===== src/logic/simd_dot_permute_pkg.sv =====
/*
  Shared constants and types of the packed-SIMD dot-product and
  permute unit. Assumes a 32-bit datapath in the host core.
*/
`default_nettype none
package simd_dot_permute_pkg;

  localparam int unsigned DATA_W = 32;
  localparam int unsigned HALF_W = 16;
  localparam int unsigned BYTE_W = 8;
  localparam int unsigned IMM_W  = 6;
  localparam int unsigned LANE_H = 2;
  localparam int unsigned LANE_B = 4;
  localparam int unsigned IDX_W  = 2;

  // Selector fields inside source 2
  localparam int unsigned HSEL_HI_BIT  = 16;
  localparam int unsigned HSEL_LO_BIT  = 0;
  localparam int unsigned HSRC_HI_BIT  = 17;
  localparam int unsigned HSRC_LO_BIT  = 1;
  localparam int unsigned BSRC_OFS_BIT = 2;

  localparam logic [DATA_W-1:0] RESULT_RST = 32'h0000_0000;

  typedef enum logic [4:0] {
    unsigned_lane_product_sum,
    mixed_sign_lane_product_sum,
    signed_lane_product_sum,
    unsigned_lane_product_accumulate,
    mixed_sign_lane_product_accumulate,
    signed_lane_product_accumulate,
    halfword_lane_permute,
    halfword_lane_permute_immediate,
    byte_lane_permute,
    byte_permute_top_from_byte0,
    byte_permute_top_from_byte1,
    byte_permute_top_from_byte2,
    byte_permute_top_from_byte3,
    two_source_halfword_permute,
    two_source_byte_permute,
    low_halves_combine,
    high_halves_combine,
    upper_byte_pair_insert,
    lower_byte_pair_insert
  } op_e;

  typedef enum logic [1:0] {
    operand_vector,
    scalar_replicate_mode,
    operand_immediate
  } operand_mode_e;

  typedef struct packed {
    logic              valid;
    logic [DATA_W-1:0] result;
  } state_s;

  localparam state_s STATE_RST = '{valid: 1'b0, result: RESULT_RST};

endpackage
`default_nettype wire


===== src/logic/simd_operand_if.sv =====
/*
  Operand bundle between the operand builder, the lane multiplier
  and the unit top. Assumes all three sit on the same clock.
*/
`timescale 1ns/1ps
`default_nettype none
interface simd_operand_if;
  import simd_dot_permute_pkg::*;

  logic [DATA_W-1:0] src1;
  logic [DATA_W-1:0] op2;
  logic [DATA_W-1:0] acc_base;
  logic [DATA_W-1:0] sum;
  logic              byte_lanes;
  logic              src1_signed;
  logic              op2_signed;

  modport source (
    output src1, op2, acc_base, byte_lanes, src1_signed, op2_signed
  );
  modport multiply (
    input  src1, op2, acc_base, byte_lanes, src1_signed, op2_signed,
    output sum
  );
endinterface
`default_nettype wire


===== src/logic/second_operand_builder.sv =====
/*
  Decodes signedness and builds the second operand of a dot product
  from source 2 or the six-bit immediate. Assumes combinational use.
*/
`timescale 1ns/1ps
`default_nettype none
module second_operand_builder (
  input  wire simd_dot_permute_pkg::op_e           op_in,
  input  wire simd_dot_permute_pkg::operand_mode_e mode_in,
  input  wire logic                                byte_lanes_in,
  input  wire logic [31:0]                         src1_in,
  input  wire logic [31:0]                         src2_in,
  input  wire logic [31:0]                         dest_old_in,
  input  wire logic [5:0]                          six_bit_immediate_in,
  simd_operand_if.source                           opnd
);
  import simd_dot_permute_pkg::*;

  logic [HALF_W-1:0] imm_h;
  logic [BYTE_W-1:0] imm_b;

  assign imm_h = {{(HALF_W-IMM_W){six_bit_immediate_in[IMM_W-1]}},
                  six_bit_immediate_in};
  assign imm_b = {{(BYTE_W-IMM_W){six_bit_immediate_in[IMM_W-1]}},
                  six_bit_immediate_in};

  always_comb
  begin
    opnd.op2 = src2_in;
    unique case (mode_in)
      operand_vector:
        opnd.op2 = src2_in;
      scalar_replicate_mode:
        opnd.op2 = byte_lanes_in ? {LANE_B{src2_in[BYTE_W-1:0]}}
                                 : {LANE_H{src2_in[HALF_W-1:0]}};
      operand_immediate:
        opnd.op2 = byte_lanes_in ? {LANE_B{imm_b}} : {LANE_H{imm_h}};
      default:
        opnd.op2 = src2_in;
    endcase
  end

  assign opnd.src1       = src1_in;
  assign opnd.byte_lanes = byte_lanes_in;
  assign opnd.src1_signed = (op_in == signed_lane_product_sum) ||
                            (op_in == signed_lane_product_accumulate);
  assign opnd.op2_signed = !((op_in == unsigned_lane_product_sum) ||
                           (op_in == unsigned_lane_product_accumulate));
  assign opnd.acc_base = ((op_in == unsigned_lane_product_accumulate) ||
                         (op_in == mixed_sign_lane_product_accumulate) ||
                         (op_in == signed_lane_product_accumulate))
                         ? dest_old_in : RESULT_RST;
endmodule
`default_nettype wire


===== src/logic/lane_product_summer.sv =====
/*
  Lane multipliers and adder tree for halfword and byte dot products.
  Assumes operands and signedness arrive on the operand bundle.
*/
`timescale 1ns/1ps
`default_nettype none
module lane_product_summer (
  simd_operand_if.multiply opnd
);
  import simd_dot_permute_pkg::*;

  logic [DATA_W-1:0] prod_b [LANE_B];
  logic [DATA_W-1:0] prod_h [LANE_H];

  genvar i;
  for (i = 0; i < LANE_B; i++)
  begin : g_byte
    logic signed [BYTE_W:0]     ea;
    logic signed [BYTE_W:0]     eb;
    logic signed [2*BYTE_W+1:0] p;
    assign ea = {opnd.src1_signed & opnd.src1[BYTE_W*i+BYTE_W-1],
                 opnd.src1[BYTE_W*i +: BYTE_W]};
    assign eb = {opnd.op2_signed & opnd.op2[BYTE_W*i+BYTE_W-1],
                 opnd.op2[BYTE_W*i +: BYTE_W]};
    assign p  = ea * eb;
    assign prod_b[i] = {{(DATA_W-2*BYTE_W-2){p[2*BYTE_W+1]}}, p};
  end

  for (i = 0; i < LANE_H; i++)
  begin : g_half
    logic signed [HALF_W:0]     ea;
    logic signed [HALF_W:0]     eb;
    logic signed [2*HALF_W+1:0] p;
    assign ea = {opnd.src1_signed & opnd.src1[HALF_W*i+HALF_W-1],
                 opnd.src1[HALF_W*i +: HALF_W]};
    assign eb = {opnd.op2_signed & opnd.op2[HALF_W*i+HALF_W-1],
                 opnd.op2[HALF_W*i +: HALF_W]};
    assign p  = ea * eb;
    assign prod_h[i] = p[DATA_W-1:0];
  end

  assign opnd.sum = opnd.acc_base + (opnd.byte_lanes
                    ? prod_b[0] + prod_b[1] + prod_b[2] + prod_b[3]
                    : prod_h[0] + prod_h[1]);
endmodule
`default_nettype wire


===== src/logic/simd_dot_product_permute_unit.sv =====
/*
  Packed-SIMD dot-product, permute and pack unit, one register stage.
  Assumes the pipeline presents all operands in the issue cycle.
*/
`timescale 1ns/1ps
`default_nettype none

////////////////////////////////////////////////////////////////////
module simd_dot_product_permute_unit (
  input  wire logic                                clk_sys_in,
  input  wire logic                                sys_rst_in,
  input  wire logic                                issue_valid_in,
  input  wire simd_dot_permute_pkg::op_e           op_in,
  input  wire simd_dot_permute_pkg::operand_mode_e operand_mode_in,
  input  wire logic                                byte_lanes_in,
  input  wire logic [31:0]                         src1_in,
  input  wire logic [31:0]                         src2_in,
  input  wire logic [31:0]                         dest_old_in,
  input  wire logic [5:0]                          six_bit_immediate_in,
  output logic                                     result_valid_out,
  output logic [31:0]                              result_out
);
  import simd_dot_permute_pkg::*;

  state_s                       state_reg;
  state_s                       state_next;
  logic [LANE_H-1:0][HALF_W-1:0] perm_h;
  logic [LANE_H-1:0][HALF_W-1:0] perm_imm_h;
  logic [LANE_H-1:0][HALF_W-1:0] perm2_h;
  logic [LANE_B-1:0][BYTE_W-1:0] perm_b;
  logic [LANE_B-1:0][BYTE_W-1:0] perm_imm_b;
  logic [LANE_B-1:0][BYTE_W-1:0] perm2_b;
  logic [IDX_W-1:0]             top_idx;

  ////////////////////////////////////////////////////////////////////
  // Dot-product datapath

  simd_operand_if opnd_if ();

  second_operand_builder u_builder (
    .op_in                (op_in),
    .mode_in              (operand_mode_in),
    .byte_lanes_in        (byte_lanes_in),
    .src1_in              (src1_in),
    .src2_in              (src2_in),
    .dest_old_in          (dest_old_in),
    .six_bit_immediate_in (six_bit_immediate_in),
    .opnd                 (opnd_if.source)
  );

  lane_product_summer u_summer (
    .opnd (opnd_if.multiply)
  );

  ////////////////////////////////////////////////////////////////////
  // Permute datapath

  function automatic logic [BYTE_W-1:0] pick_byte(
    input logic [DATA_W-1:0] w,
    input logic [IDX_W-1:0]  idx
  );
    pick_byte = w[{idx, 3'h0} +: BYTE_W];
  endfunction

  function automatic logic [HALF_W-1:0] pick_half(
    input logic [DATA_W-1:0] w,
    input logic              sel
  );
    pick_half = sel ? w[DATA_W-1:HALF_W] : w[HALF_W-1:0];
  endfunction

  assign perm_h[1] = pick_half(src1_in, src2_in[HSEL_HI_BIT]);
  assign perm_h[0] = pick_half(src1_in, src2_in[HSEL_LO_BIT]);

  assign perm_imm_h[1] = pick_half(src1_in, six_bit_immediate_in[1]);
  assign perm_imm_h[0] = pick_half(src1_in, six_bit_immediate_in[0]);

  assign perm2_h[1] = pick_half(src2_in[HSRC_HI_BIT] ? src1_in
                                : dest_old_in, src2_in[HSEL_HI_BIT]);
  assign perm2_h[0] = pick_half(src2_in[HSRC_LO_BIT] ? src1_in
                                : dest_old_in, src2_in[HSEL_LO_BIT]);

  always_comb
  begin
    top_idx = 2'h0;
    case (op_in)
      byte_permute_top_from_byte1: top_idx = 2'h1;
      byte_permute_top_from_byte2: top_idx = 2'h2;
      byte_permute_top_from_byte3: top_idx = 2'h3;
      default:                     top_idx = 2'h0;
    endcase
  end

  genvar i;
  // byte lane i at bits 8i
  for (i = 0; i < LANE_B; i++)
  begin : g_lane
    assign perm_b[i] = pick_byte(src1_in, src2_in[BYTE_W*i +: IDX_W]);
    assign perm2_b[i] = pick_byte(
      src2_in[BYTE_W*i+BSRC_OFS_BIT] ? src1_in : dest_old_in,
      src2_in[BYTE_W*i +: IDX_W]);
    if (i == LANE_B - 1)
    begin : g_top
      assign perm_imm_b[i] = pick_byte(src1_in, top_idx);
    end
    else
    begin : g_low
      assign perm_imm_b[i] =
        pick_byte(src1_in, six_bit_immediate_in[IDX_W*i +: IDX_W]);
    end
  end

  ////////////////////////////////////////////////////////////////////
  // Result select and register

  always_comb
  begin
    state_next       = state_reg;
    state_next.valid = issue_valid_in;
    if (issue_valid_in)
    begin
      unique case (op_in)
        unsigned_lane_product_sum,
        mixed_sign_lane_product_sum,
        signed_lane_product_sum,
        unsigned_lane_product_accumulate,
        mixed_sign_lane_product_accumulate,
        signed_lane_product_accumulate:
          state_next.result = opnd_if.sum;
        halfword_lane_permute:
          state_next.result = perm_h;
        halfword_lane_permute_immediate:
          state_next.result = perm_imm_h;
        byte_lane_permute:
          state_next.result = perm_b;
        byte_permute_top_from_byte0,
        byte_permute_top_from_byte1,
        byte_permute_top_from_byte2,
        byte_permute_top_from_byte3:
          state_next.result = perm_imm_b;
        two_source_halfword_permute:
          state_next.result = perm2_h;
        two_source_byte_permute:
          state_next.result = perm2_b;
        low_halves_combine:
          state_next.result = {src1_in[HALF_W-1:0], src2_in[HALF_W-1:0]};
        high_halves_combine:
          state_next.result = {src1_in[DATA_W-1:HALF_W],
                               src2_in[DATA_W-1:HALF_W]};
        upper_byte_pair_insert:
          state_next.result = {src1_in[BYTE_W-1:0], src2_in[BYTE_W-1:0],
                               dest_old_in[HALF_W-1:0]};
        lower_byte_pair_insert:
          state_next.result = {dest_old_in[DATA_W-1:HALF_W],
                               src1_in[BYTE_W-1:0], src2_in[BYTE_W-1:0]};
        // Undefined codes give zero, never stale data
        default:
          state_next.result = RESULT_RST;
      endcase
    end
  end

  always_ff @(posedge clk_sys_in)
  begin
    if (sys_rst_in)
      state_reg <= STATE_RST;
    else
      state_reg <= state_next;
  end

  assign result_valid_out = state_reg.valid;
  assign result_out       = state_reg.result;

  ////////////////////////////////////////////////////////////////////
  // Checks

  // Written loop-wise, unlike the multiplier, to catch slips there
  function automatic logic [DATA_W-1:0] ref_dot(
    input logic [DATA_W-1:0] a,
    input logic [DATA_W-1:0] b,
    input logic              bl,
    input logic              sa,
    input logic              sb
  );
    logic [DATA_W-1:0] acc;
    logic signed [HALF_W:0] ea;
    logic signed [HALF_W:0] eb;
    logic signed [2*HALF_W+1:0] pr;
    acc = '0;
    for (int k = 0; k < LANE_B; k++)
    begin
      ea = '0;
      eb = '0;
      if (bl)
      begin
        ea = {{(HALF_W-BYTE_W+1){sa & a[8*k+7]}}, a[8*k +: 8]};
        eb = {{(HALF_W-BYTE_W+1){sb & b[8*k+7]}}, b[8*k +: 8]};
      end
      else if (k < LANE_H)
      begin
        ea = {sa & a[16*k+15], a[16*k +: 16]};
        eb = {sb & b[16*k+15], b[16*k +: 16]};
      end
      pr = ea * eb;
      acc = acc + pr[DATA_W-1:0];
    end
    ref_dot = acc;
  endfunction
endmodule
`default_nettype wire


===== config.mk =====
export PLATFORM = sky130hd
export DESIGN_NAME = simd_dot_product_permute_unit
export DESIGN_NICKNAME = d
export VERILOG_FILES = /design/src/logic/simd_dot_permute_pkg.sv /design/src/logic/simd_operand_if.sv /design/src/logic/second_operand_builder.sv /design/src/logic/lane_product_summer.sv /design/src/logic/simd_dot_product_permute_unit.sv
export SDC_FILE = /design/constraint.sdc
export NUM_CORES = 2
export LEC_CHECK = 0
export ABC_AREA = 1
export BUFFER_PORTS_ARGS = -buffer_cell sky130_fd_sc_hd__buf_2
export CAP_MARGIN = 40
export CORE_ASPECT_RATIO = 1.2
export CORE_MARGIN = 10
export CORE_UTILIZATION = 45
export DETAILED_ROUTE_END_ITERATION = 12
export PLACE_DENSITY = 0.62
export SLEW_MARGIN = 10
export SYNTH_ARGS = -nofsm -noshare
export SYNTH_HDL_FRONTEND = slang
export SYNTH_SLANG_ARGS = --single-unit

===== constraint.sdc =====
create_clock -name clk_sys_in -period 32.1 [get_ports clk_sys_in]
set_input_delay 0 -clock clk_sys_in [delete_from_list [all_inputs] [get_ports clk_sys_in]]
set_output_delay 0 -clock clk_sys_in [all_outputs]
set_load 0.05 [all_outputs]

==> reports/metrics.yaml <==
status:
  status: "completed"
clock_tree:
  htree_levels: 2
  cts.sinks: 33
  clockRootBuffer: "clkbuf_16"
  cts-hold-fix-buffers: 0
  cts_made_buffers: 5
  post_cts_resized: 0
  post_cts_buffers: 0
  worst_setup_hold_path_clk_slew_ns: 0.05
  ctsLongestPathBuffers: 2
  cts_tree: "yes"
  clk_latency_ns: 0.30
logic_synthesis:
  netlist_instances: 5375
  synth_top_area_share_pct: 44.1
  yosysWarnings: 0
  yosysSeqAreaShare_pct: 1.59
  synth_edf_count: 0
  syn_avg_cell_area_um2: 7.73
  netlist_top_cells_area: "fa_1, inv_1, ha_1"
  synthFlopType: "dfxtp_1"
  synthArstFlopShare_pct: 0
  synth_area_um2: 41500
  synth.distinct_cells: 60
  synth_seq_cells: 33
  syn_nets: 6751
  synth_top_area_cell: "fa_1"
sta:
  slew_headroom_pct: 30.6
  tightest_slew_ns: 1.04
  setup_violations: 0
  rsz0062_at_grt: "false"
  timing.final.crit_share_pct: 40.8
  worst_clock_skew_ns: 0
  slew_viol_final: 0
  tns_ns: 0
  fmax_mhz: 76.3
  fin_crit_ns: 13.10
  finalHoldViolCount: 0
worst_setup_path:
  crit_start: "src2_in[0]"
  cp-end-kind: "register"
  crit_required_ns: 32.25
  cp_slowest_cell: "fa_1"
  r2r_slack_ns: 31.45
  cp_slowest_stage_delay_ns: 0.59
  r2r_end: "result_out[31]"
  critical_path_class: "primary input to register"
  critPathLaunchType: "primary input"
  r2r_cells: 2
  r2r_start: "result_out[31]"
  critical_path_arrival_ns: 13.25
  critPathMaxFanout: 52
  cp-endpoint: "result_out[24]"
  crit_top_cell: "inv_1"
floorplan:
  design.core.area_um2: 91900
  pin_count: 146
  rows: 122
  initial_core_util_pct: 45.2
  die_area_um2: 105000
  die_height_um: 353
  die_w_um: 297
place:
  place_congestion: 1.08
  detailed_place_hpwl_um: 165000
  port-buffer-count: 145
layout:
  n_fill_cell: 9410
  drive_above_1_share_pct: 6.40
  area_growth_pct: 6.33
  multi_input_area_um2: 35000
  seqCellArea_um2: 661
  nets: 6801
  final_cell_mix: "inv_1, fa_1, nand2_1"
  final_common_cell: "inv_1"
global_routing:
  grt_antenna_before_repair: 25
  grt_pass1_wl_um: 292000
  grt_remaining_overflow: 0
  grt_usage_pct: 38.7
  grt_max_degree: 54
  grt_pass1_vias: 40600
drt:
  drt_wl_total_um: 204000
  wl_met2_um: 89400
  viasPerCell: 5.91
  vias: 39500
  wl_met1_um: 70300
  route.met3.wl_um: 22700
  antenna_left: 0
  first_iter_violations: 4287
  top_layer_used: "met5"
  firstDrtPassIters: 8
  wl_per_cell_um: 30.5
  remaining_drc_errors: 0
worst_hold_path:
  worstHoldPathType: "primary input to register"
  min_from: "sys_rst_in"
run:
  drv_cap: 0
## synthesized netlist by cell type (13+ instances only)
cell and instances:
o211ai_1 64, a2111oi_0 14, a21oi_1 348, o22ai_1 34, a211oi_1 16, ha_1 348
o21ai_0 230, clkbuf_1 175, o311ai_0 22, o221ai_1 13, xor2_1 53, nor3_1 33
nand3_1 114, or2_2 23, o2111ai_1 24, inv_1 1316, o21ai_1 20, nand2_1 786
nor2_1 526, inv_2 15, a221oi_1 21, a31oi_1 18, buf_2 23, clkinv_1 14
dfxtp_1 33, fa_1 915, xnor2_1 36, buf_1 13
## through the flow
| stage | util [%] | cells | hold WS, ns | setup WS [ns] | instance area, um^2 |
|---|---|---|---|---|---|
| 5_1_grt | 48.0 | 6667 | 0.299 | 18.57 | 44100 |
| 3_5_place_dp | 47.8 | 6650 | 0.453 | 19.12 | 43900 |
| 2_1_floorplan | - | 5375 | 0.157 | 21.97 | 41500 |
| 4_1_cts | 47.9 | 6658 | 0.251 | 19.40 | 44100 |
| 3_3_place_gp | 47.5 | 6628 | 0.449 | 18.63 | 43600 |
| 6_report | 48.1 | 6679 | 0.238 | 19.00 | 44200 |
## registers in the layout, indices dropped and copies added (netlist names)
signal,cells
result_out,32
result_valid_out,1
## cell families (layout without fill, tap and decap cells)
logic type | count (synthesis) | count (layout) | share of synthesized area [%]
compound gates | 886 | 886 | 12.7
xor+xnor | 89 | 89 | 1.88
fa+ha+maj | 1263 | 1263 | 54.6
buf+inv | 1564 | 1615 | 14.3
flops | 33 | 33 | 1.59
mux | 2 | 2 | 0.0482
other cells | 0 | 13 | 0
simple gates | 1538 | 1538 | 15.0
## per-layer routing
layer | global-route usage, % | up-vias
met2 | 59.7 | 2633
met4 | 31.7 | 20
met3 | 11.8 | 892
met1 | 43.9 | 19300
met5 | 0.0457 | -
li1 | - | 16600
## final cells by class
class                   instances  share of cell area [%]
diodes                         13                  0.0737
flip-flops and latches         33                    1.50
clock inverters                 2                  0.0227
clock buffers                   6                   0.292
well taps                    1240                    3.51
multi-input cells            3778                    79.2
inverters                    1345                    11.4
repair buffers                262                    3.99
## critical path: cells and delay by family
kind,cells,cell delay [ns]
compound gates,14,3.09
xor+xnor,1,0.18
fa+ha+maj,11,5.31
buf+inv,13,1.99
simple gates,13,2.62
## worst min path at each step
stage                        to  slack, ns  cells after the start
6_report       result_valid_out       0.24                      2
5_1_grt        result_valid_out       0.30                      2
3_5_place_dp      result_out[1]       0.45                      2
3_3_place_gp      result_out[0]       0.45                      2
4_1_cts        result_valid_out       0.25                      2
2_1_floorplan     result_out[6]       0.16                      2
Power is left out: the tool's default activity adds up to more than one toggle a clock period on the data nets, which glitch-free logic cannot reach.
